[src/verilog/clr_pkg.sv]
// Overview of operation
// - on switch-on, latch target light level as setpoint; hold it while on
// - step dim value until sensor matches setpoint; daylight supplements
// - status read returns setpoint percent and driven dim percent
// - hysteresis and switch-off delay act only when a relay is paired
// - relay drops only after delay elapses with no renewed light request
// - after drop, relay re-arms when shortfall exceeds hysteresis or on the manual switch
// - hysteresis is an integer from zero to nineteen
// - regulation starts only once the paired relay is on
// - key, scene and table commands act as dimmer and beat regulation
// - after a manual command, hold that level and suspend regulation
// - switching the output off clears the override
// - one-button and two-button modes; one-button is the reset default
// - setpoint is held as a light percentage, not as illuminance
// - one-button cycles zero-max-zero; two-button has separate up and down
// - held key ramps full range in 5.1 s; tap under 0.3 s runs in 2.5 s
package clr_pkg;

    // register byte offsets
    localparam logic [4:0] OFF_CTRL   = 5'h00;
    localparam logic [4:0] OFF_TARGET = 5'h04;
    localparam logic [4:0] OFF_HYST   = 5'h08;
    localparam logic [4:0] OFF_DELAY  = 5'h0C;
    localparam logic [4:0] OFF_STATUS = 5'h10;
    localparam logic [4:0] OFF_LEVEL  = 5'h14;

    // control field positions
    localparam int CTRL_ON     = 0;
    localparam int CTRL_TWOKEY = 1;
    localparam int CTRL_PAIRED = 2;

    // status field positions
    localparam int ST_SETPT    = 0;
    localparam int ST_DIM      = 8;
    localparam int ST_OVR      = 16;
    localparam int ST_RELAY    = 17;
    localparam int ST_REG      = 18;

    // value limits and reset values
    localparam logic [6:0]  LEVEL_MAX   = 7'h64;
    localparam logic [4:0]  HYST_MAX    = 5'h13;
    localparam logic [6:0]  TARGET_RST  = 7'h46;
    localparam logic [4:0]  HYST_RST    = 5'h00;
    localparam logic [15:0] DELAY_RST   = 16'h0032;

    // timing, in the unit printed, then in cycles
    localparam int CLK_KHZ      = 200_000;
    localparam int HOLD_RAMP_MS = 5100;
    localparam int FAST_RAMP_MS = 2500;
    localparam int SHORT_MS     = 300;
    localparam int TICK_MS      = 100;
    localparam int REG_MS       = 10;
    localparam int HOLD_STEP_CYC = CLK_KHZ * HOLD_RAMP_MS / 100;
    localparam int FAST_STEP_CYC = CLK_KHZ * FAST_RAMP_MS / 100;
    localparam int SHORT_CYC     = CLK_KHZ * SHORT_MS;
    localparam int TICK_CYC      = CLK_KHZ * TICK_MS;
    localparam int REG_CYC       = CLK_KHZ * REG_MS;

    typedef enum logic [1:0] {R_OFF, R_ON, R_HOLD, R_REARM} relay_t;
    typedef enum logic [1:0] {K_IDLE, K_PRESS, K_HOLD, K_RUN} key_t;

endpackage

[src/verilog/key_dimmer.sv]
`timescale 1ns/1ps
module key_dimmer
    import clr_pkg::*;
#(
    parameter int unsigned SHORT_LEN = SHORT_CYC,
    parameter int unsigned HOLD_STEP = HOLD_STEP_CYC,
    parameter int unsigned FAST_STEP = FAST_STEP_CYC
) (
    input  wire logic       core_clk,
    input  wire logic       srst,
    input  wire logic       two_key,
    input  wire logic       key_a,
    input  wire logic       key_b,
    input  wire logic [6:0] level_in,
    output logic            man_valid,
    output logic [6:0]      man_level
);

    typedef struct packed {
        key_t        mode;
        logic        dir;
        logic [6:0]  lvl;
        logic [31:0] cnt;
        logic        valid;
    } kstate_t;

    kstate_t s_reg;
    kstate_t s_next;
    logic    pressed;
    logic    at_end;
    logic    step;

    assign man_valid = s_reg.valid;
    assign man_level = s_reg.lvl;

    // one step toward the end point chosen by dir, never past it
    always_comb begin
        s_next       = s_reg;
        s_next.valid = 1'b0;
        pressed = two_key ? (key_a | key_b) : key_a;
        at_end  = s_reg.dir ? (s_reg.lvl >= LEVEL_MAX) : (s_reg.lvl == 7'h00);
        step    = 1'b0;
        unique case (s_reg.mode)
            K_IDLE: begin
                if (pressed) begin
                    s_next.mode = K_PRESS;
                    s_next.cnt  = 32'h0000_0000;
                    s_next.lvl  = level_in;
                    if (two_key) begin
                        s_next.dir = key_a;
                    end
                end
            end
            K_PRESS: begin
                // released before the short limit: run to the end point
                if (!pressed) begin
                    s_next.mode = K_RUN;
                    s_next.cnt  = 32'h0000_0000;
                end else if (s_reg.cnt == 32'(SHORT_LEN - 1)) begin
                    s_next.mode = K_HOLD;
                    s_next.cnt  = 32'h0000_0000;
                end else begin
                    s_next.cnt = s_reg.cnt + 32'h0000_0001;
                end
            end
            K_HOLD: begin
                if (!pressed) begin
                    s_next.mode = K_IDLE;
                    s_next.dir  = two_key ? s_reg.dir : !s_reg.dir;
                end else if (s_reg.cnt == 32'(HOLD_STEP - 1)) begin
                    s_next.cnt = 32'h0000_0000;
                    step       = 1'b1;
                end else begin
                    s_next.cnt = s_reg.cnt + 32'h0000_0001;
                end
            end
            K_RUN: begin
                if (at_end) begin
                    s_next.mode = K_IDLE;
                    s_next.dir  = two_key ? s_reg.dir : !s_reg.dir;
                end else if (s_reg.cnt == 32'(FAST_STEP - 1)) begin
                    s_next.cnt = 32'h0000_0000;
                    step       = 1'b1;
                end else begin
                    s_next.cnt = s_reg.cnt + 32'h0000_0001;
                end
            end
        endcase
        if (step) begin
            if (at_end) begin
                // one-button reverses at either end for a full cycle
                s_next.dir = two_key ? s_reg.dir : !s_reg.dir;
            end else begin
                s_next.lvl   = s_reg.dir ? s_reg.lvl + 7'h01
                                         : s_reg.lvl - 7'h01;
                s_next.valid = 1'b1;
            end
        end
    end

    always_ff @(posedge core_clk) begin
        if (srst) begin
            s_reg      <= '0;
            s_reg.mode <= K_IDLE;
            s_reg.dir  <= 1'b1;
        end else begin
            s_reg <= s_next;
        end
    end

endmodule

[src/verilog/constant_light_regulator.sv]
// Implementation choices: the Avalon-MM interface to the registers and the register addresses.
`timescale 1ns/1ps
module constant_light_regulator
    import clr_pkg::*;
#(
    parameter int unsigned TICK_LEN  = TICK_CYC,
    parameter int unsigned REG_LEN   = REG_CYC,
    parameter int unsigned SHORT_LEN = SHORT_CYC,
    parameter int unsigned HOLD_STEP = HOLD_STEP_CYC,
    parameter int unsigned FAST_STEP = FAST_STEP_CYC
) (
    input  wire logic        core_clk,
    input  wire logic        srst,
    input  wire logic [4:0]  avs_address,
    input  wire logic        avs_read,
    input  wire logic        avs_write,
    input  wire logic [31:0] avs_writedata,
    output logic [31:0]      avs_readdata,
    output logic             avs_waitrequest,
    input  wire logic [6:0]  sensor_level,
    input  wire logic        presence,
    input  wire logic        relay_manual,
    input  wire logic        key_a,
    input  wire logic        key_b,
    output logic [6:0]       dim_level,
    output logic             relay_on
);

    typedef struct packed {
        logic        out_on;
        logic        two_key;
        logic        paired;
        logic [6:0]  target;
        logic [6:0]  setpoint;
        logic [6:0]  dim;
        logic [4:0]  hyst;
        logic [15:0] delay;
        logic        override;
        logic        was_on;
        relay_t      rstate;
        logic        relay;
        logic [15:0] dcnt;
        logic [31:0] tick_cnt;
        logic [31:0] reg_cnt;
        logic        tick;
        logic        reg_tick;
        logic        waitreq;
        logic [31:0] rdata;
    } state_t;

    state_t      s_reg;
    state_t      s_next;
    logic [31:0] rd_mux;
    logic        commit;
    logic        regulate;
    logic        want_light;
    logic [7:0]  sensor_hyst;
    logic        man_valid;
    logic [6:0]  man_level;

    // key handling runs beside the register file and hands back levels
    key_dimmer #(
        .SHORT_LEN (SHORT_LEN),
        .HOLD_STEP (HOLD_STEP),
        .FAST_STEP (FAST_STEP)
    ) u_keys (
        .core_clk  (core_clk),
        .srst      (srst),
        .two_key   (s_reg.two_key),
        .key_a     (key_a),
        .key_b     (key_b),
        .level_in  (s_reg.dim),
        .man_valid (man_valid),
        .man_level (man_level)
    );

    assign avs_readdata    = s_reg.rdata;
    assign avs_waitrequest = s_reg.waitreq;
    assign dim_level       = s_reg.dim;
    assign relay_on        = s_reg.relay;

    // saturate any written level into 0..100 percent
    function automatic logic [6:0] sat_level(input logic [31:0] v);
        sat_level = (v > 32'(LEVEL_MAX)) ? LEVEL_MAX : v[6:0];
    endfunction

    // read mux; unmapped offsets read as zero
    always_comb begin
        rd_mux = 32'h0000_0000;
        unique case (avs_address)
            OFF_CTRL: begin
                rd_mux[CTRL_ON]     = s_reg.out_on;
                rd_mux[CTRL_TWOKEY] = s_reg.two_key;
                rd_mux[CTRL_PAIRED] = s_reg.paired;
            end
            OFF_TARGET: rd_mux[6:0]  = s_reg.target;
            OFF_HYST:   rd_mux[4:0]  = s_reg.hyst;
            OFF_DELAY:  rd_mux[15:0] = s_reg.delay;
            OFF_STATUS: begin
                rd_mux[ST_SETPT +: 7] = s_reg.setpoint;
                rd_mux[ST_DIM +: 7]   = s_reg.dim;
                rd_mux[ST_OVR]        = s_reg.override;
                rd_mux[ST_RELAY]      = s_reg.relay;
                rd_mux[ST_REG]        = regulate;
            end
            OFF_LEVEL:  rd_mux[6:0] = s_reg.dim;
            default:    rd_mux = 32'h0000_0000;
        endcase
    end

    // regulation only with output on, no override and, if paired, relay on
    assign regulate = s_reg.out_on && !s_reg.override
                      && (!s_reg.paired || s_reg.relay);

    // light is wanted while dimmed up or while the room is too dark
    assign want_light = s_reg.out_on
                        && ((s_reg.dim != 7'h00)
                            || (!s_reg.override
                                && sensor_level < s_reg.setpoint));

    // re-arm threshold: sensor plus hysteresis, one bit wider
    assign sensor_hyst = {1'b0, sensor_level} + {3'b000, s_reg.hyst};

    // a write commits only at the edge where waitrequest is seen low
    assign commit = avs_write && !s_reg.waitreq;

    always_comb begin
        s_next          = s_reg;
        s_next.tick     = 1'b0;
        s_next.reg_tick = 1'b0;

        // delay-off timebase and regulation timebase
        if (s_reg.tick_cnt == 32'(TICK_LEN - 1)) begin
            s_next.tick_cnt = 32'h0000_0000;
            s_next.tick     = 1'b1;
        end else begin
            s_next.tick_cnt = s_reg.tick_cnt + 32'h0000_0001;
        end
        if (s_reg.reg_cnt == 32'(REG_LEN - 1)) begin
            s_next.reg_cnt  = 32'h0000_0000;
            s_next.reg_tick = 1'b1;
        end else begin
            s_next.reg_cnt = s_reg.reg_cnt + 32'h0000_0001;
        end

        // bus answer: one wait cycle, then waitrequest low for one cycle
        if ((avs_read || avs_write) && s_reg.waitreq) begin
            s_next.waitreq = 1'b0;
            s_next.rdata   = rd_mux;
        end else begin
            s_next.waitreq = 1'b1;
        end

        // automatic regulation, one percent per regulation tick
        if (regulate && s_reg.reg_tick) begin
            if (sensor_level < s_reg.setpoint
                && s_reg.dim < LEVEL_MAX) begin
                s_next.dim = s_reg.dim + 7'h01;
            end else if (sensor_level > s_reg.setpoint
                         && s_reg.dim != 7'h00) begin
                s_next.dim = s_reg.dim - 7'h01;
            end
        end else if (s_reg.paired && !s_reg.relay
                     && !s_reg.override) begin
            // no point driving a ballast whose supply is open
            s_next.dim = 7'h00;
        end

        // key commands act like an ordinary dimmer and win
        if (man_valid) begin
            s_next.dim      = man_level;
            s_next.override = 1'b1;
            s_next.out_on   = 1'b1;
        end

        // register writes; unmapped offsets are ignored
        if (commit) begin
            unique case (avs_address)
                OFF_CTRL: begin
                    s_next.out_on  = avs_writedata[CTRL_ON];
                    s_next.two_key = avs_writedata[CTRL_TWOKEY];
                    s_next.paired  = avs_writedata[CTRL_PAIRED];
                end
                OFF_TARGET: begin
                    s_next.target = sat_level(avs_writedata);
                end
                OFF_HYST: begin
                    s_next.hyst = (avs_writedata > 32'(HYST_MAX))
                                  ? HYST_MAX
                                  : avs_writedata[4:0];
                end
                OFF_DELAY: s_next.delay = avs_writedata[15:0];
                OFF_LEVEL: begin
                    // a key step in this cycle is replaced by the written level
                    // scene or control table level; zero means off
                    s_next.dim      = sat_level(avs_writedata);
                    s_next.override = 1'b1;
                    s_next.out_on   = (avs_writedata != 32'h0000_0000);
                end
                default: begin
                    // status and unmapped offsets leave all state alone
                end
            endcase
        end

        // switch-on latches the setpoint; switch-off ends the override
        if (s_next.out_on && !s_reg.was_on) begin
            s_next.setpoint = s_reg.target;
        end
        if (!s_next.out_on) begin
            s_next.override = 1'b0;
            s_next.dim      = 7'h00;
        end
        s_next.was_on = s_next.out_on;

        // relay coordination, only meaningful with a paired relay
        if (!s_reg.paired) begin
            s_next.rstate = R_OFF;
            s_next.relay  = 1'b0;
            s_next.dcnt   = 16'h0000;
        end else begin
            unique case (s_reg.rstate)
                R_OFF: begin
                    if (s_reg.out_on && (presence || relay_manual)) begin
                        s_next.rstate = R_ON;
                        s_next.relay  = 1'b1;
                    end
                end
                R_ON: begin
                    if (!want_light) begin
                        s_next.rstate = R_HOLD;
                        s_next.dcnt   = 16'h0000;
                    end
                end
                R_HOLD: begin
                    // a renewed request restarts the whole delay
                    if (want_light) begin
                        s_next.rstate = R_ON;
                    end else if (s_reg.tick) begin
                        if (s_reg.dcnt >= s_reg.delay) begin
                            s_next.rstate = R_REARM;
                            s_next.relay  = 1'b0;
                        end else begin
                            s_next.dcnt = s_reg.dcnt + 16'h0001;
                        end
                    end
                end
                R_REARM: begin
                    // hysteresis keeps a flickering sensor from cycling
                    if (!s_reg.out_on) begin
                        s_next.rstate = R_OFF;
                    end else if (relay_manual
                                 || sensor_hyst < {1'b0, s_reg.setpoint}) begin
                        s_next.rstate = R_ON;
                        s_next.relay  = 1'b1;
                    end
                end
            endcase
        end
    end

    // all state in one register
    always_ff @(posedge core_clk) begin
        if (srst) begin
            s_reg         <= '0;
            s_reg.target  <= TARGET_RST;
            s_reg.hyst    <= HYST_RST;
            s_reg.delay   <= DELAY_RST;
            s_reg.rstate  <= R_OFF;
            s_reg.waitreq <= 1'b1;
        end else begin
            s_reg <= s_next;
        end
    end

endmodule

[config.mk]
export PLATFORM = sky130hd
export DESIGN_NAME = constant_light_regulator
export DESIGN_NICKNAME = d
export VERILOG_FILES = /design/src/verilog/clr_pkg.sv /design/src/verilog/key_dimmer.sv /design/src/verilog/constant_light_regulator.sv
export SDC_FILE = /design/constraint.sdc
export NUM_CORES = 1
export LEC_CHECK = 0
export BUFFER_PORTS_ARGS = -buffer_cell sky130_fd_sc_hd__buf_2
export CAP_MARGIN = 0
export CORE_UTILIZATION = 48
export CTS_BUF_LIST = sky130_fd_sc_hd__clkbuf_4 sky130_fd_sc_hd__clkbuf_8
export CTS_CLUSTER_DIAMETER = 30
export DETAILED_ROUTE_END_ITERATION = 6
export GPL_TIMING_DRIVEN = 0
export HOLD_SLACK_MARGIN = 0.12
export PLACE_DENSITY = 0.66
export SYNTH_ARGS = -nofsm -noshare
export SYNTH_HDL_FRONTEND = slang
export SYNTH_SLANG_ARGS = --single-unit
[constraint.sdc]
create_clock -name core_clk -period 3 [get_ports core_clk]
set_clock_uncertainty 0.05 [all_clocks]
set_input_delay 0.45 -clock core_clk [delete_from_list [all_inputs] [get_ports core_clk]]
set_output_delay 0.45 -clock core_clk [all_outputs]
set_load 0.05 [all_outputs]
# Yosys cells after proc, flatten, opt, wreduce, memory -nomap -nowiden
# Index checks and enable logic that the tools add are counted.
[op_classes]
n_lt_le_gt_ge = 8
bitwise_logic = 4
n_eq_ne = 33
muxes = 71
n_mul = 0
n_addsub = 9
reduce_logical = 46
shifts = 0
n_div = 0
[ops]
columns = ["cell", "n"]
rows = [
  ["2-to-1 mux 32 bit", 6],
  ["case mux 32 bit (4 select lines)", 1],
  ["adder 32 x 1 -> 32 bit (second input constant)", 3],
  ["2-to-1 mux 7 bit", 11],
  ["2-to-1 mux 16 bit", 3],
  ["2-to-1 mux 42 bit", 1],
  ["equality test 32 x 21 -> 1 bit (second input constant)", 1],
  ["equality test 32 x 23 -> 1 bit (second input constant)", 1],
  ["equality test 32 x 24 -> 1 bit (second input constant)", 1],
  ["equality test 32 x 25 -> 1 bit (second input constant)", 1],
  ["equality test 32 x 26 -> 1 bit (second input constant)", 1],
  ["> comparator 32 x 5 -> 1 bit (second input constant)", 1],
  ["> comparator 32 x 7 -> 1 bit (second input constant)", 1],
  ["case mux 16 bit (2 select lines)", 1],
  ["nonzero test 32 bit", 1],
  ["2-to-1 mux 29 bit", 1],
  ["case mux 2 bit (4 select lines)", 3],
  ["inequality test 2 bit (second input constant)", 10],
  ["2-to-1 mux 1 bit", 19],
  ["2-to-1 mux 19 bit", 1],
  ["2-to-1 mux 3 bit", 6],
  ["case mux 3 bit (6 select lines)", 1],
  ["2-to-1 mux 17 bit", 1],
  ["adder 16 x 1 -> 16 bit (second input constant)", 1],
  ["other kinds (41)", 94],
]
[word_totals]
reg_bits = 194
memories = 0
latchBits = 0
rom_bits = 0
inputBits = 52
ramBits = 0

# Logic depth before layout (Yosys ltp)
[logic_depth]
depth_word = 8
ltp_mapped = 14
ltp_nobuf = 14

# Cells and area by module
# From an unflattened synthesis, not the netlist that was laid out.
[unflattened]
hier_cells = 1420
area_unflattened_um2 = 11629.9
[by_module_without_submodules]
columns = ["mod", "seq_area_each_um2", "area_each_um2", "n_inst", "cells_per_inst"]
rows = [
  ["constant_light_regulator", 3022.9, 8670.8, 1, 1050],
  ["key_dimmer", 860.8, 2959.1, 1, 370],
]

# Worst setup path before layout
# OpenSTA, ideal clock, no wires.
[synth_path]
kind = "input to register"
startpoint = "in sensor_level[0]"
endpoint = "reg s_reg[117] (netlist bit)"
path_buffers = 0
slack_ns = 0.220
setup_time_ns = 0.059
cell_stages = 14
arrival_time_ns = 2.671
path_cell_list = "ha_1 fa_1 a21oi_1 nor2_1 nor2_1 nor2b_1 o21ai_0 xnor2_1 ha_1 a21oi_1 nor4b_1 a21oi_1 a211oi_1 o31a_1"
[synth_via]
elab_chain_cells = 6
elab_cells_between_ends = 14
cone_classes = "add/sub: 1; order compare: 2; eq/ne: 4; mux: 2; reduce/logical: 5"
[synth_rtl]
columns = ["item", "line", "rtl"]
rows = [
  ["start, declared", "constant_light_regulator.sv:20", "input wire logic [6:0] sensor_level,"],
  ["branches (longest 6 deep; another with adder 7 x 5 -> 8 bit)", "n/a", ""],
  ["end signal, assigned", "constant_light_regulator.sv:272", "s_reg <= s_next;"],
  ["end, declared", "constant_light_regulator.sv:51", "state_t s_reg;"],
]
# Several ways; the timed one is not identified.
# A chain may end at the register's enable or synchronous reset.

# Worst setup path in the final report
[layout_path]
startpoint = "reg s_reg[154] (netlist bit)"
endpoint = "reg s_reg (netlist bit dim_level[5])"
[layout_via]
elab_chain_cells = 8
elab_cells_between_ends = 10
cone_classes = "order compare: 2; mux: 6; reduce/logical: 2"
[layout_rtl]
columns = ["item", "line", "rtl"]
rows = [
  ["> comparator 7 bit", "constant_light_regulator.sv:159", "end else if (sensor_level > s_reg.setpoint"],
  ["logical AND 1 bit", "constant_light_regulator.sv:160", "&& s_reg.dim != 7'h00) begin"],
  ["2-to-1 mux 7 bit", "constant_light_regulator.sv:159", ""],
  ["2-to-1 mux 7 bit (*)", "constant_light_regulator.sv:156", "if (sensor_level < s_reg.setpoint"],
  ["2-to-1 mux 7 bit (*)", "constant_light_regulator.sv:155", "if (regulate && s_reg.reg_tick) begin"],
  ["2-to-1 mux 7 bit (*)", "constant_light_regulator.sv:170", "if (man_valid) begin"],
  ["2-to-1 mux 7 bit", "constant_light_regulator.sv:178", "unique case (avs_address)"],
  ["2-to-1 mux 29 bit (*)", "constant_light_regulator.sv:177", "if (commit) begin"],
]
# Every way passes the cells marked *; elsewhere a longest branch is shown, timed or not.

==> qor.yml <==
run_status:
  status: "finished, final reports clean"
power:
  p_int_mw: 3.428
  p_per_area_nw_per_um2: 387.1
  max-vdd-ir-drop_v: 0.0003015
  switching_power_mw: 1.347
  clockPowerShare: 0.349
  pwr-share-seq: 0.550
  p_leak_nw: 4.359
  combPwrFrac: 0.101
  switching_share: 0.2821
timing:
  maxSlewViolCount: 0
  timing.fmax_mhz: 354.7
  period_share: 0.9397
  maxSlewHeadroom: 0.1695
  setup_violations: 0
  hold_ws_ns: 0.1728
  hold_viol_final: 0
  layout_min_cycle_time_ns: 2.819
  worst_slew_pin_slew_ns: 1.238
  worst_slack_ns: 0.1810
global_routing:
  grt_pass1_vias: 9310
  grt_pass1_wl_um: 47180
  grt-ovfl-total: 0
  grtUsageTotal: 0.2489
  grt_antenna_before_repair: 2
  grt_start_max_net_pins: 18
drt:
  routed-via-count: 10160
  wl_per_cell_um: 16.56
  firstDrtPassIters: 5
  drc: 0
  via_per_inst: 5.734
  finalWirelength_um: 29350
  drtIter0Drc: 831
  ant_nets: 0
die:
  dieArea_um2: 23700
  io_pins: 93
  core.rowCount: 55
  start_util: 0.4894
  core_um2: 22640
  die_x_um: 153.9
  die_h_um: 153.9
critical_path:
  required_ns: 3.34
  setup.worst_path.class: "reg -> reg"
  critPathMaxFanout: 7
  start_kind: "register"
  arrival_ns: 3.16
  critPathCaptureType: "register"
synth:
  synthArstFlopShare: 0
  yosys-top-cells-area: "dfxtp_1 35%, ha_1 5.2%, nor2_1 5.1%"
  synth_edf_count: 0
  synth_seq_cells: 194
  synth_ff_type: "dfxtp_1"
  avgSynthCellArea_um2: 8.124
  synth_area_um2: 11080
  synth_area_leader_cell: "dfxtp_1"
  synth_top_area_frac: 0.3505
  synth-seq-area-share: 0.3505
  synth_cells: 1364
  synth_cell_types: 77
  synth_warnings: 0
place:
  port-buffer-count: 77
  place_area_um2: 11870
  hpwl_um: 22000
  gp_congestion: 0.9476
  dp_slack_ns: -0.1562
clock_network:
  clk_path_buf_depth: 2
  clock_sinks: 194
  cts-htree-levels: 4
  cts_buffers: 17
  cts_tree: "done"
  clk_latency_ns: 0.48
  clock-root-buffer: "clkbuf_8"
  clk_pin_slew_worst_paths_ns: 0.10
  cts_hold_buf: 0
finish:
  fin_area_um2: 12340
  synthToLayoutAreaGrowth_pct: 11.33
  nFillCells: 2197
  largest_reg_flops: 123
  fin_util: 0.5448
  drive_above_1_share: 0.1359
  fin_nets: 1573
worst_hold_path:
  hold_path_class: "in -> reg"
flow_run:
  max_cap_violations: 0
## through the flow
| stage | TNS [ns] | power (mW) | instances |
|---|---|---|---|
| after floorplan | 0 | 3.012 | 1376 |
| after global placement | -0.7759 | 3.155 | 1738 |
| after detailed placement | -0.5599 | 3.159 | 1738 |
| after CTS | 0 | 4.802 | 1770 |
| after global routing | -0.009596 | 4.947 | 1772 |
| final | 0 | 4.775 | 1772 |
## what timing repair did
| action | 4_1_cts | 5_1_grt |
|---|---|---|
| buffers inserted | 0 | 1 |
| gates resized for setup | 1 | 23 |
| cloned | 0 | 0 |
| setup endpoints to repair | 9 | 19 |
| pin swaps | 0 | 7 |
## logic make-up (layout without fill, tap and decap cells)
family | Yosys count | in the layout | share of synthesized area
compound gates | 246 | 246 | 0.1480
xor+xnor | 98 | 98 | 0.07746
fa+ha+maj | 48 | 48 | 0.05556
buf+inv | 159 | 269 | 0.06956
flops | 194 | 194 | 0.3505
mux | 23 | 23 | 0.02123
other cells | 1 | 14 | 0.0003384
simple gates | 595 | 595 | 0.2773
## placed cells by master, fill, tap and decap left out, types with 19 or more instances in the layout
| cell type | count |
|---|---|
| a21oi_1 | 87 |
| and3_1 | 28 |
| buf_2 | 82 |
| buf_4 | 42 |
| clkbuf_1 | 49 |
| dfxtp_1 | 194 |
| ha_1 | 45 |
| inv_1 | 54 |
| mux2i_1 | 19 |
| nand2_1 | 114 |
| nand3_1 | 67 |
| nand4_1 | 35 |
| nor2_1 | 149 |
| nor3_1 | 46 |
| nor4_1 | 41 |
| o21ai_0 | 29 |
| xnor2_1 | 63 |
| xor2_1 | 35 |
## final timing paths
kind                            slack (ns)          endpoint              start  cells past startpoint
worst max register to register        0.18      dim_level[5]         s_reg[154]                      8
worst max-delay path                  0.18      dim_level[5]         s_reg[154]                      8
worst min register to register        0.41  avs_readdata[18]   avs_readdata[18]                      2
worst min-delay path                  0.17        s_reg[133]  avs_writedata[13]                      3
## worst max-delay path, cell delays in order (launching register included)
cell and delay (ns):
dfxtp_1 0.40, inv_1 0.10, ha_1 0.32, a21oi_1 0.19, o21ai_1 0.30, nor4_1 0.58, o221ai_1 0.18, a221o_1 0.38
a221oi_1 0.24
## cells in the mapped netlist (5+ instances only)
| master | number |
|---|---|
| buf_2 | 7 |
| o31ai_1 | 18 |
| nand4_1 | 35 |
| ha_1 | 46 |
| o22ai_1 | 5 |
| xnor2_1 | 63 |
| nor4_1 | 42 |
| o21ai_0 | 30 |
| and3_1 | 28 |
| nand3_1 | 67 |
| a31oi_1 | 5 |
| a211oi_1 | 13 |
| a21o_1 | 9 |
| or3_1 | 12 |
| buf_4 | 40 |
| or2_2 | 8 |
| a221oi_1 | 15 |
| or4_1 | 18 |
| nor3_1 | 48 |
| o211ai_1 | 11 |
| nor2_1 | 150 |
| nand2_1 | 114 |
| nor2b_1 | 11 |
| inv_1 | 54 |
| nor4b_1 | 9 |
| and4_1 | 10 |
| and2_1 | 10 |
| xor2_1 | 35 |
| a21oi_1 | 90 |
| clkbuf_1 | 52 |
| dfxtp_1 | 194 |
| mux2i_1 | 19 |
| nand2b_1 | 8 |
## per-layer routing
| layer | global-route usage | wire, um | vias to the layer above |
|---|---|---|---|
| li1 | - | - | 5085 |
| met1 | 0.3325 | 13510 | 4679 |
| met2 | 0.3905 | 13180 | 341 |
| met3 | 0.04961 | 1819 | 53 |
| met4 | 0.1048 | 825 | 2 |
| met5 | 0 | 15 | - |
## power by group through the flow
stage | registers, mW | logic [mW] | clock network [mW]
global route | 2.63 | 0.525 | 1.79
floorplan | 2.68 | 0.329 | 0
CTS | 2.63 | 0.476 | 1.70
global placement | 2.68 | 0.471 | 0
finish | 2.63 | 0.484 | 1.66
detailed placement | 2.68 | 0.474 | 0
## final cells by class
type	count	area (um^2)	share of cell area
Antenna cell	1	2.502	0.0002029
Buffer	105	575.6	0.04666
Clock buffer	18	241.5	0.01958
Clock inverter	14	130.1	0.01055
Inverter	54	202.7	0.01643
Multi-Input combinational cell	1023	6550	0.5310
Sequential cell	194	3884	0.3148
Tap cell	285	356.6	0.02891
Timing Repair Buffer	78	392.9	0.03185
(Power assumes the default switching activity.)
